<file path="src/inc/atsc_consts.vh">
// Constants for the acquisition trigger and strobe control block
`ifndef ATSC_CONSTS_VH
`define ATSC_CONSTS_VH

// ****************************************
// Wishbone register offsets (byte addresses)
// ****************************************
`define ATSC_ADDR_CTRL 8'h00
`define ATSC_ADDR_INTEG 8'h04
`define ATSC_ADDR_STATUS 8'h08
`define ATSC_ADDR_COUNT 8'h0C

// ****************************************
// Control register fields
// ****************************************
`define ATSC_CTRL_POLL_BIT 0
`define ATSC_CTRL_RESET 32'h0000_0000
`define ATSC_INTEG_RESET 32'h0000_1000
`define ATSC_INTEG_MIN 32'h0000_0001

// ****************************************
// Jumper codes for the continuous strobe divisor
// ****************************************
`define ATSC_JP_PASS 3'h1
`define ATSC_JP_DIV10 3'h2
`define ATSC_JP_DIV12 3'h3
`define ATSC_JP_DIV14 3'h4
`define ATSC_JP_DIV16 3'h5
`define ATSC_DIV_W 16
`define ATSC_TAP10 4'h9
`define ATSC_TAP12 4'hB
`define ATSC_TAP14 4'hD
`define ATSC_TAP16 4'hF

// ****************************************
// Trigger mode encodings
// ****************************************
`define ATSC_MODE_FREE 2'h0
`define ATSC_MODE_SOFT 2'h1
`define ATSC_MODE_SYNC 2'h2
`define ATSC_MODE_HARD 2'h3

`endif

</file>
<file path="src/verilog/atsc_top.v">
// Acquisition trigger, mode decode and strobe control with Wishbone registers
`timescale 1ns/1ps
`include "atsc_consts.vh"

module atsc_top (
  input wire clk_i,
  input wire rst_i,
  input wire adc_clk_i,
  input wire ext_strobe_i,
  input wire [2:0] strobe_divisor_jumper_i,
  input wire mode_select_high_i,
  input wire mode_select_low_i,
  input wire software_trigger_input_i,
  input wire sync_trigger_i,
  input wire hard_trigger_i,
  input wire [7:0] wb_adr_i,
  input wire [31:0] wb_dat_i,
  input wire [3:0] wb_sel_i,
  input wire wb_we_i,
  input wire wb_cyc_i,
  input wire wb_stb_i,
  output reg [31:0] wb_dat_o,
  output reg wb_ack_o,
  output reg readout_gate_o,
  output reg single_strobe_o,
  output reg lamp_enable_o,
  output wire cont_strobe_o
);

  // ****************************************
  // Input synchronisers
  // ****************************************
  reg [5:0] sync_a;
  reg [5:0] sync_b;
  reg adc_clk_d;
  reg [2:0] jump_a;
  reg [2:0] jump_b;
  wire adc_rise;
  wire sel_hi;
  wire sel_lo;
  wire soft_trig;
  wire sync_trig;
  wire hard_trig;
  wire ext_strobe;

  // Two flops each, three for the converter clock; logic reads the second stage, and the converter clock's third for its edge
  always @(posedge clk_i) begin
    if (rst_i) begin
      sync_a <= 6'h00;
      sync_b <= 6'h00;
      adc_clk_d <= 1'b0;
      jump_a <= 3'h0;
      jump_b <= 3'h0;
    end else begin
      sync_a <= {ext_strobe_i, adc_clk_i, mode_select_high_i, mode_select_low_i,
                 software_trigger_input_i, sync_trigger_i ^ hard_trigger_i ^ 1'b0};
      sync_b <= sync_a;
      adc_clk_d <= sync_b[4];
      jump_a <= strobe_divisor_jumper_i;
      jump_b <= jump_a;
    end
  end

  // Separate flops for the edge triggers keep each line distinct
  reg [1:0] edge_a;
  reg [1:0] edge_b;
  always @(posedge clk_i) begin
    if (rst_i) begin
      edge_a <= 2'h0;
      edge_b <= 2'h0;
    end else begin
      edge_a <= {sync_trigger_i, hard_trigger_i};
      edge_b <= edge_a;
    end
  end

  assign ext_strobe = sync_b[5];
  assign adc_rise = sync_b[4] & ~adc_clk_d;
  assign sel_hi = sync_b[3];
  assign sel_lo = sync_b[2];
  assign soft_trig = sync_b[1];
  assign sync_trig = edge_b[1];
  assign hard_trig = edge_b[0];

  // ****************************************
  // Mode decode
  // ****************************************
  reg [1:0] mode;
  reg soft_mode_en;

  // Upper select picks the external clocked modes; lower splits them
  always @* begin
    if (!sel_hi) begin
      mode = soft_mode_en ? `ATSC_MODE_SOFT : `ATSC_MODE_FREE;
    end else if (!sel_lo) begin
      mode = `ATSC_MODE_SYNC;
    end else begin
      mode = `ATSC_MODE_HARD;
    end
  end

  // ****************************************
  // Registers
  // ****************************************
  reg [31:0] ctrl;
  reg [31:0] integ;
  reg [31:0] integ_cnt;
  reg [31:0] spectra;
  reg pending;
  reg sync_d;
  reg hard_d;
  reg [1:0] mode_d;

  always @* begin
    soft_mode_en = ctrl[`ATSC_CTRL_POLL_BIT];
  end

  // Byte-lane write merge used for each writable register
  function [31:0] merge;
    input [31:0] old;
    input [31:0] data;
    input [3:0] sel;
    integer i;
    begin
      merge = old;
      for (i = 0; i < 4; i = i + 1) begin
        if (sel[i]) begin
          merge[i*8 +: 8] = data[i*8 +: 8];
        end
      end
    end
  endfunction

  wire wb_req = wb_cyc_i & wb_stb_i & ~wb_ack_o;
  wire integ_end = adc_rise && (integ_cnt >= integ - `ATSC_INTEG_MIN);
  wire sync_rise = sync_trig & ~sync_d;
  wire hard_rise = hard_trig & ~hard_d;
  reg deliver;
  reg period_start;

  // Which end-of-period events hand a spectrum to the reader
  always @* begin
    deliver = 1'b0;
    period_start = 1'b0;
    case (mode)
      `ATSC_MODE_FREE: begin
        period_start = integ_end;
        deliver = integ_end;
      end
      `ATSC_MODE_SOFT: begin
        period_start = integ_end;
        deliver = integ_end & (soft_trig | pending);
      end
      `ATSC_MODE_SYNC: begin
        period_start = sync_rise;
        deliver = sync_rise & pending;
      end
      default: begin
        period_start = hard_rise;
        deliver = 1'b0;
      end
    endcase
  end

  // Bus slave, integration timing and delivery bookkeeping
  always @(posedge clk_i) begin
    if (rst_i) begin
      ctrl <= `ATSC_CTRL_RESET;
      integ <= `ATSC_INTEG_RESET;
      integ_cnt <= 32'h0000_0000;
      spectra <= 32'h0000_0000;
      pending <= 1'b0;
      sync_d <= 1'b0;
      hard_d <= 1'b0;
      mode_d <= `ATSC_MODE_FREE;
      wb_ack_o <= 1'b0;
      wb_dat_o <= 32'h0000_0000;
      readout_gate_o <= 1'b0;
      single_strobe_o <= 1'b0;
      lamp_enable_o <= 1'b0;
    end else begin
      sync_d <= sync_trig;
      hard_d <= hard_trig;
      mode_d <= mode;
      wb_ack_o <= wb_req;
      wb_dat_o <= 32'h0000_0000;
      if (wb_req && wb_we_i) begin
        case (wb_adr_i)
          `ATSC_ADDR_CTRL: ctrl <= merge(ctrl, wb_dat_i, wb_sel_i);
          `ATSC_ADDR_INTEG: integ <= merge(integ, wb_dat_i, wb_sel_i);
          default: ;
        endcase
      end else if (wb_req) begin
        case (wb_adr_i)
          `ATSC_ADDR_CTRL: wb_dat_o <= ctrl;
          `ATSC_ADDR_INTEG: wb_dat_o <= integ;
          `ATSC_ADDR_STATUS: wb_dat_o <= {27'h0, pending, mode, sel_lo, sel_hi};
          `ATSC_ADDR_COUNT: wb_dat_o <= spectra;
          default: wb_dat_o <= 32'h0000_0000;
        endcase
      end
      // Integration counted on converter clock edges only
      if (period_start) begin
        integ_cnt <= 32'h0000_0000;
      end else if (adc_rise && (mode[1] == 1'b0)) begin
        integ_cnt <= integ_cnt + 32'h0000_0001;
      end
      // A polled trigger arms the next completed scan; no fixed latency.
      // Arming wins over delivery, so every later sync edge delivers again;
      // a mode change drops whatever the old mode had armed.
      if (mode == `ATSC_MODE_SOFT && soft_trig) begin
        pending <= 1'b1;
      end else if (mode == `ATSC_MODE_SYNC && sync_rise) begin
        pending <= 1'b1;
      end else if (deliver || (mode != mode_d)) begin
        pending <= 1'b0;
      end
      if (deliver || (mode == `ATSC_MODE_HARD && hard_rise)) begin
        spectra <= spectra + 32'h0000_0001;
      end
      readout_gate_o <= deliver | (mode == `ATSC_MODE_HARD && hard_rise);
      single_strobe_o <= period_start;
      lamp_enable_o <= ~sel_hi & sel_lo;
    end
  end

  // ****************************************
  // Continuous strobe
  // ****************************************
  atsc_strobe_div u_div (
    .clk_i(clk_i),
    .rst_i(rst_i),
    .adc_clk_rise_i(adc_rise),
    .ext_strobe_i(ext_strobe),
    .strobe_divisor_jumper_i(jump_b),
    .strobe_o(cont_strobe_o)
  );

endmodule

</file>
<file path="src/verilog/atsc_strobe_div.v">
// Continuous strobe divider driven by edges of the converter clock
`timescale 1ns/1ps
`include "atsc_consts.vh"

module atsc_strobe_div (
  input wire clk_i,
  input wire rst_i,
  input wire adc_clk_rise_i,
  input wire ext_strobe_i,
  input wire [2:0] strobe_divisor_jumper_i,
  output reg strobe_o
);

  reg [`ATSC_DIV_W-1:0] count;
  reg [3:0] tap;

  // Pick the counter bit whose full period is two to the power of the divisor
  always @* begin
    case (strobe_divisor_jumper_i)
      `ATSC_JP_DIV10: tap = `ATSC_TAP10;
      `ATSC_JP_DIV12: tap = `ATSC_TAP12;
      `ATSC_JP_DIV14: tap = `ATSC_TAP14;
      default: tap = `ATSC_TAP16;
    endcase
  end

  // Counter advances once per converter clock rising edge
  always @(posedge clk_i) begin
    if (rst_i) begin
      count <= {`ATSC_DIV_W{1'b0}};
      strobe_o <= 1'b0;
    end else begin
      if (adc_clk_rise_i) begin
        count <= count + 1'b1;
      end
      if (strobe_divisor_jumper_i == `ATSC_JP_PASS) begin
        strobe_o <= ext_strobe_i;
      end else begin
        strobe_o <= count[tap];
      end
    end
  end

endmodule

</file>
<file path="config.mk">
export PLATFORM = sky130hd
export DESIGN_NAME = atsc_top
export DESIGN_NICKNAME = d
export VERILOG_FILES = /design/src/verilog/atsc_top.v /design/src/verilog/atsc_strobe_div.v
export VERILOG_INCLUDE_DIRS = /design/src /design/src/inc
export SDC_FILE = /design/constraint.sdc
export NUM_CORES = 1
export LEC_CHECK = 0
export ABC_AREA = 1
export BUFFER_PORTS_ARGS = -buffer_cell sky130_fd_sc_hd__buf_2
export CORE_ASPECT_RATIO = 1.1
export CORE_UTILIZATION = 60
export CTS_CLUSTER_SIZE = 30
export DETAILED_ROUTE_END_ITERATION = 8
export PLACE_DENSITY = 0.78
export SLEW_MARGIN = 5
export SYNTH_ARGS = -nofsm -noshare
export SYNTH_HDL_FRONTEND = slang
export SYNTH_HIERARCHICAL = 1
export SYNTH_SLANG_ARGS = --single-unit
</file>
<file path="constraint.sdc">
create_clock -name clk_i -period 3.8 [get_ports clk_i]
set_input_delay 0.95 -clock clk_i [delete_from_list [all_inputs] [get_ports clk_i]]
set_output_delay 0.95 -clock clk_i [all_outputs]
set_load 0.05 [all_outputs]
</file>
==> key figures, run 1 <==
Logic synthesis
  – Register area share after synthesis: about two fifths
  – Synth top area cells: dfxtp_1, nand2_1, nor2_1, inv_1, xor2_1
  – Distinct cells, synth: 47
  – EDFF count, synth: 0
  – Mapped Nets: ~1.6k
  – Synthesized area per cell: 7.20 µm²
  – Yosys top cell by area: dfxtp_1
  – Synthesized flop and latch total: about 210
  – Synth Flop Type: dfxtp_1
  – Post-Syn Area: roughly 0.011 mm²
  – Gate count after technology mapping: approximately 1.5k
  – Top cell type's share of synthesized area: 39.0%
  – Async S/R FF share, synth: 0%
  – Ys Warns: 6
  – Top cells by count, synth: nand2_1, nor2_1, dfxtp_1, inv_1, a21oi_1
  – Most common cell in the netlist: nand2_1

Worst hold path
  – Hold worst-path end: jump_b[2]$_SDFF_PP0_
  – WHS Path Cells: 2
  – Hold Crit Class: register to register
  – HP Start: jump_a[2]$_SDFF_PP0_

STA
  – Slew HR: a little under a third
  – Final setup viols: 0
  – FMAX: 0.279 GHz
  – Fin. Hold Viols: 0
  – Worst-Margin Slew: 1.04 ns
  – Tmin final: ~3.6 ns
  – Setup TNS: 0 ns
  – Clock Skews: 0.0223 ns
  – Final Cycle Share: ~94%
  – Slew Limit Fails: 0
  – Min Hold Slack: roughly 0.40 ns

Placed design
  – Final HPWL DP: 20700 µm
  – Post-Place Cells: about 1.8k
  – RePlAce Congestion: about 0.93
  – # port buffers: 95

Setup path
  – Data required, critical path: between 4 and 5 ns
  – R2R Path Start: integ[0]$_SDFFE_PP0P_
  – Crit path kind: register to register
  – CP max-delay cell: dfxtp_1
  – Worst reg-to-reg path cell count: 21
  – CP Buf/Inv Count: 4
  – R2R Path End: spectra[17]$_SDFFE_PP0P_
  – Critical Path Most Common Cell: nand2_1
  – Crit-path cells: inv_1 > ha_1 > nand2_1 > nor3_4 > nand4_1 > nor4_2 > buf_4 > nand4_1 > xor2_1 > ha_1 > nand2_1 > nor2_1 > nand2_1 > inv_1 > a21oi_1 > nand2_2 > a21oi_4 > nand3_4 > clkbuf_16 > nand2_1 > a21oi_1
  – Worst EP arrival: between 3 and 4 ns
  – Worst setup SP type: register
  – Endpoint type of the worst setup path: register
  – WP depth: 21
  – Crit path max-delay family: simple AND/OR/NAND/NOR gates
  – Slowest stage delay, CP: 0.31 ns
  – Worst reg-to-reg setup slack: 0.21 ns
  – Max FO, Critical Path: 16

Outcome
  – Status: finished clean

Global routing
  – Met1 GRT Util: 39.2%
  – GRT busiest layer: met2
  – Total track usage: between 30 and 40%
  – First-pass GRT wire length: roughly 45000 µm
  – Met2 Resource Use GR: between 50 and 60%
  – Global routing usage on met3: roughly 4.3%
  – Pin count of the biggest net entering global routing: between 90 and 100
  – Initial antenna violation count: 0
  – Vias in the first global route: ~9.4k
  – Total grt overflow: 0

Routing
  – Pre-Repair DR Iteration Count: 6
  – WL/cell: between 15 and 20 µm
  – Total wire length: 28500 µm
  – Vias: 9955
  – ANT nets after route: 0
  – First DRT Iteration DRCs: 735
  – Via density: between 5 and 6
  – Drc violations: 0

Layout
  – Area Overhead vs Synth: 15.3%
  – Layout cells sized above 1: between 10% and 20%
  – Antenna diode count: 0
  – Final Util: between 70% and 80%
  – Final non-filler cell total: 1821
  – Nets: about 1.7k

Floorplanning
  – Total core area: approximately 0.017 mm²
  – Num rows: 50
  – Die area: between 0.015 and 0.02 mm²
  – DIE HEIGHT: around 140 µm
  – Initial Util: about three fifths
  – Die W: 129 µm
  – Boundary Pins: 96

Clocking
  – H-Tree Depth: 1
  – CTS tree: done
  – CTS buffer count: 23
  – Clock tree buffer depth: 3
  – CTS sink cnt: 207
  – CTS clk-pin slew, worst paths: around 0.06 ns
  – Clock Latency Late Sink: ~0.52 ns
  – Root Driver: clkbuf_16
  – Hold-fix buffers, CTS: 0

Flow run
  – Max-cap viol count: 0

Power
  – Pwr dens: roughly 370 mW/mm²
  – Worst IR Drop VDD: 0.000362 V
  – LEAKAGE: about 5.5 nW
## through the flow
stage / total power, W / instance area, µm² / worst slack, ns
after global placement: 0.00237 / 11300 / 0.217
after detailed placement: 0.00238 / 11300 / 0.0184
final: 0.00455 / 12200 / 0.213
after CTS: 0.00457 / 12100 / 0.0501
after global routing: 0.00467 / 12200 / -0.0378
after floorplan: 0.00231 / 10600 / 0.522
## layer usage
layer	share of wire [%]	routed length, µm
met4	4.6	1310
met1	42	11900
met3	6.0	1720
met2	48	13600
met5	0	0
## repair_timing
action | 4_1_cts | 5_1_grt
buffers inserted | 0 | 3
resized for setup | 1 | 17
setup endpoints to repair | 14 | 67
pin swaps | 0 | 5
hold endpoints to repair | 0 | 0
cloned | 0 | 1
## worst max-delay path by stage
stage / start / end / slack (ns)
2_1_floorplan: integ[0]$_SDFFE_PP0P_ / spectra[3]$_SDFFE_PP0P_ / 0.52
3_3_place_gp: integ[0]$_SDFFE_PP0P_ / spectra[25]$_SDFFE_PP0P_ / 0.22
3_5_place_dp: integ[0]$_SDFFE_PP0P_ / spectra[8]$_SDFFE_PP0P_ / 0.02
4_1_cts: integ[0]$_SDFFE_PP0P_ / spectra[8]$_SDFFE_PP0P_ / 0.05
5_1_grt: integ[0]$_SDFFE_PP0P_ / spectra[17]$_SDFFE_PP0P_ / -0.04
6_report: integ[0]$_SDFFE_PP0P_ / spectra[17]$_SDFFE_PP0P_ / 0.21
## worst min-delay path: stages, from the launching register on
cell,delay (ns)
dfxtp_1,0.29
inv_1,0.04
nor2_1,0.03
## sequential cells by signal (all words and copies together), names as in the netlist, 2 cells and up
signal / flops
integ: 32
spectra: 32
jump_b: 3
ctrl: 32
sync_b: 5
edge_a: 2
integ_cnt: 32
u_div/count: 16
mode_d: 2
edge_b: 2
jump_a: 3
wb_dat_o: 32
sync_a: 5
## power breakdown
part / internal, W / leakage, nW / switching [W] / total (W)
Sequential: 0.00218 / 1.67 / 0.00000849 / 0.00219
Clock: 0.00131 / 0.366 / 0.000906 / 0.00222
Combinational: 0.0000441 / 3.48 / 0.0000922 / 0.000136
Total: 0.00354 / 5.52 / 0.00101 / 0.00455
## cells by family (layout without fill, tap and decap cells)
group | Yosys count | count (layout) | synth area share, %
flops | 207 | 207 | 39.0
buf+inv | 259 | 373 | 9.81
compound gates | 206 | 206 | 11.1
simple gates | 674 | 674 | 28.3
xor+xnor | 90 | 90 | 7.43
mux | 1 | 1 | 0.0943
fa+ha+maj | 36 | 36 | 4.24
## layout by cell type, fill, tap and decap left out, drive strengths merged
cell type	netlist	layout
a21oi	94	94
o21ai	62	62
bufinv	0	2
clkinvlp	0	3
ha	36	36
nand3b	1	1
o211ai	2	2
mux2i	1	1
a31o	1	1
clkbuf	29	30
buf	22	123
nor3b	1	1
nor3	35	35
dfxtp	207	207
nor2	234	234
a41oi	1	1
xnor2	18	18
a221oi	3	3
nor4	19	19
clkinv	0	5
a211oi	33	33
o211a	1	1
o22ai	1	1
nand2	279	279
nand3	52	52
a22o	2	2
nand4	53	53
a21o	3	3
inv	208	210
xor2	72	72
o221ai	1	1
o21a	2	2
## cell type report
type                       count  area (µm²)
clock buffer                  29         628
tap                          234         293
timing repair buffer         124         754
inverter                     208         783
clock inverter                12         125
multi-input combinational   1007        5510
fill                        1495        4910
sequential                   207        4150
(Power assumes the default switching activity.)
==> inputs of run 2 (changes only) <==
--- a/config.mk
+++ b/config.mk
@@ -6,10 +6,9 @@
 export SDC_FILE = /design/constraint.sdc
 export NUM_CORES = 1
 export LEC_CHECK = 0
-export ABC_AREA = 1
 export BUFFER_PORTS_ARGS = -buffer_cell sky130_fd_sc_hd__buf_2
 export CORE_ASPECT_RATIO = 1.1
-export CORE_UTILIZATION = 60
+export CORE_UTILIZATION = 59
 export CTS_CLUSTER_SIZE = 30
 export DETAILED_ROUTE_END_ITERATION = 8
 export PLACE_DENSITY = 0.78
==> run 2 against run 1 <==
Net effect:
- the flow now finishes with violations (setup timing)
- global-route usage shrank 1.2 points
- wire length shrank 11%
- clock power is essentially flat
- critical endpoint is now spectra[31]$_SDFFE_PP0P_
- maximum frequency shrank 31%
- synthesized cell count shrank 27%
- highest routed layer unchanged
- die area shrank 7.7%
- power grew 0.41%
- register-to-register slack lost 1.6 ns
- utilization grew 4.7 points
- worst hold slack gained 0.050 ns
==> key figures, run 2 <==
Logic synthesis
  – Synth top area cells: dfxtp_1, mux2i_1, nor2_1, ha_1, a21oi_1 (was dfxtp_1, nand2_1, nor2_1, inv_1, xor2_1)
  – Most common cell in the netlist: dfxtp_1 (was nand2_1)
  – Mapped Nets: 1172 (was 1568)
  – Distinct cells, synth: 49 (was 47)
  – Gate count after technology mapping: 1077 (was 1473)
  – Top cell type's share of synthesized area: 43.1% (was 39.0%)
  – Yosys top cell by area: dfxtp_1 (unchanged)
  – Synth Flop Type: dfxtp_1 (unchanged)
  – Async S/R FF share, synth: 0% (unchanged)
  – EDFF count, synth: 0 (unchanged)
  – Top cells by count, synth: dfxtp_1, nor2_1, mux2i_1, a21oi_1, nand2_1 (was nand2_1, nor2_1, dfxtp_1, inv_1, a21oi_1)
  – Post-Syn Area: 0.00962 mm² (was 0.0106 mm²)
  – Ys Warns: 6 (unchanged)
  – Synthesized flop and latch total: 207 (unchanged)
  – Register area share after synthesis: 43.1% (was 39.0%)
  – Synthesized area per cell: 8.93 µm² (was 7.20 µm²)

Setup path
  – Endpoint type of the worst setup path: register (unchanged)
  – Max FO, Critical Path: 8 (was 16)
  – Crit path kind: register to register (unchanged)
  – Crit path from: integ[7]$_SDFFE_PP0P_ (was integ[0]$_SDFFE_PP0P_)
  – R2R Path Start: integ[7]$_SDFFE_PP0P_ (was integ[0]$_SDFFE_PP0P_)
  – Worst setup SP type: register (unchanged)
  – Data required, critical path: 4.22 ns (was 4.15 ns)
  – Worst reg-to-reg setup slack: -1.41 ns (was 0.21 ns)
  – Worst EP arrival: 5.63 ns (was 3.94 ns)

Layout
  – Commonest non-fill, non-tap cells in the layout: dfxtp_1, nor2_1, mux2i_1, buf_2, buf_4 (was nand2_1, nor2_1, dfxtp_1)
  – Area Overhead vs Synth: 25.0% (was 15.3%)
  – Commonest non-fill, non-tap cell in the layout: dfxtp_1 (was nand2_1)
  – Layout cells sized above 1: 23.7% (was 12.8%)
  – Nets: 1333 (was 1666)
  – Design area: 0.0120 mm² (was 0.0122 mm²)
  – Final Util: 76.1% (was 71.4%)

STA
  – Setup TNS: -70.02 ns (was 0 ns)
  – Clock Skews: 0.0151 ns (was 0.0223 ns)
  – Final setup viols: 67 (was 0)
  – Final Cycle Share: 137% (was 94.4%)
  – Slew HR: 50.9% (was 30.7%)
  – Tmin final: 5.21 ns (was 3.59 ns)
  – Fin. Hold Viols: 0 (unchanged)
  – Slew Limit Fails: 0 (unchanged)
  – RSZ-0062 raised after global routing: true
  – Worst-Margin Slew: 0.727 ns (was 1.04 ns)
  – FMAX: 0.192 GHz (was 0.279 GHz)
  – Fin worst setup slack: -1.41 ns (was 0.213 ns)

Clocking
  – H-Tree Depth: 1 (unchanged)
  – CTS sink cnt: 207 (unchanged)
  – Root Driver: clkbuf_16 (unchanged)
  – CTS clk-pin slew, worst paths: 0.06 ns (about the same)
  – Clock tree buffer depth: 3 (unchanged)
  – Clock Latency Late Sink: 0.51 ns (was 0.52 ns)
  – CTS buffer count: 22 (was 23)
  – CTS tree: done (unchanged)
  – Hold-fix buffers, CTS: 0 (unchanged)

Routing
  – WL/cell: 17.5 µm (was 15.6 µm)
  – Pre-Repair DR Iteration Count: 5 (was 6)
  – Drc violations: 0 (unchanged)
  – Total wire length: 25500 µm (was 28500 µm)
  – Vias: 8513 (was 9955)
  – First DRT Iteration DRCs: 672 (was 735)
  – ANT nets after route: 0 (unchanged)
  – Via density: 5.86 (was 5.47)

Power
  – LEAKAGE: 4.63 nW (was 5.52 nW)
  – Clock share of power: 48.2% (was 48.8%)
  – Switch Pwr: 0.000968 W (was 0.00101 W)
  – Switching part of the total power: 21.2% (was 22.1%)
  – Pwr dens: 380 mW/mm² (was 372 mW/mm²)
  – Sequential share of power: 48.0% (was 48.2%)
  – Gate power share: 3.8% (was 3.0%)
  – Pint: 0.00360 W (was 0.00354 W)
  – Worst IR Drop VDD: 0.000389 V (was 0.000362 V)

Placed design
  – # port buffers: 95 (unchanged)
  – Final HPWL DP: 17100 µm (was 20700 µm)
  – Post-place instance area: 0.0107 mm² (was 0.0113 mm²)
  – RePlAce Congestion: 0.824 (was 0.930)

Outcome
  – Status: finished, violations left (was finished clean)
  – Violations in the final reports: setup timing

Worst hold path
  – Hold Crit Class: register to register (unchanged)
  – HP Start: jump_a[0]$_SDFF_PP0_ (was jump_a[2]$_SDFF_PP0_)

Global routing
  – First-pass GRT wire length: 39600 µm (was 45200 µm)
  – Vias in the first global route: 8157 (was 9362)
  – Pin count of the biggest net entering global routing: 64 (was 96)
  – Total grt overflow: 0 (unchanged)
  – Total track usage: 30.0% (was 31.2%)
  – Initial antenna violation count: 1 (was 0)

Floorplanning
  – Die area: 0.0168 mm² (was 0.0182 mm²)
  – Die W: 124 µm (was 129 µm)
  – Num rows: 48 (was 50)
  – Total core area: 0.0158 mm² (was 0.0171 mm²)
  – DIE HEIGHT: 136 µm (was 141 µm)
  – Initial Util: 60.9% (was 61.9%)
  – Boundary Pins: 96 (unchanged)

Flow run
  – Max-cap viol count: 0 (unchanged)
[run 2: cell count changes after synthesis, moves of 35 or more]
cell,previous run,this run
xor2_1,72,37
nor2b_1,0,38
inv_1,204,14
mux2i_1,1,94
nand2_1,275,51
[run 2: power by group through the flow]
stage	clock, W	combinational (W)	sequential [W]
2_1_floorplan	0	0.0000824	0.00224
3_3_place_gp	0	0.000146	0.00224
3_5_place_dp	0	0.000147	0.00224
4_1_cts	0.00223	0.000170	0.00219
5_1_grt	0.00233	0.000183	0.00219
6_report	0.00220	0.000173	0.00219
[run 2: through the flow]
step / worst slack [ns] / power [W] / hold WS [ns] / instances
final: -1.41 / 0.00456 / 0.448 / 1452
after global routing: -1.50 / 0.00470 / 0.455 / 1452
after CTS: -1.28 / 0.00459 / 0.449 / 1449
after detailed placement: -1.35 / 0.00239 / 0.427 / 1398
after global placement: -1.22 / 0.00239 / 0.421 / 1398
after floorplan: -1.20 / 0.00232 / 0.414 / 1077
[run 2: final cells by class]
type / count / area [µm²]
Antenna cell: 1 / 2.50
Clock buffer: 30 / 662
Timing Repair Buffer: 178 / 1200
Clock inverter: 7 / 90.1
Tap cell: 200 / 250
Sequential cell: 207 / 4150
Fill cell: 1081 / 3780
Multi-Input combinational cell: 815 / 5610
Inverter: 14 / 52.6
[run 2: timing repair]
item	CTS	global route
setup endpoints to repair	67	67
gates cloned	3	1
gates resized for setup	38	50
pin swaps	6	16
setup buffers	12	2
[run 2: per-layer routing]
layer	share of wire, %	wire (µm)	global-route usage [%]	vias up
met1	43	10900	37.9	4059
li1	-	-	-	4097
met4	3.8	972	13.7	0
met2	48	12200	49.8	285
met3	5.5	1410	4.95	72
met5	0	0	0	-
[run 2: logic make-up after synthesis]
kind of cell	share of synthesized area, %
AO/OA/AOI/OAI	7.72
AND/OR/NAND/NOR	24.4
adder cells (fa/ha/maj)	4.68
multiplexers	11.3
XOR/XNOR	6.65
flip-flops	43.1
buffers and inverters	2.19
[run 2: final timing paths]
kind                                                  to  cells past startpoint
worst min-delay path                jump_b[0]$_SDFF_PP0_                      1
worst max register to register  spectra[31]$_SDFFE_PP0P_                     16
worst min register to register      jump_b[0]$_SDFF_PP0_                      1
worst max-delay path            spectra[31]$_SDFFE_PP0P_                     16
[run 2: worst max-delay path, stage by stage, from the launching register on]
cell      delay [ns]
dfxtp_2         0.32
or4_4           0.53
or4_4           0.43
or4_4           0.50
or4_4           0.47
nand2b_4        0.19
xor2_1          0.15
ha_1            0.32
nand4_1         0.15
or4_4           0.59
or2_4           0.27
a31oi_4         0.17
buf_12          0.14
nor3_4          0.05
buf_6           0.16
or4_1           0.49
a21oi_1         0.16
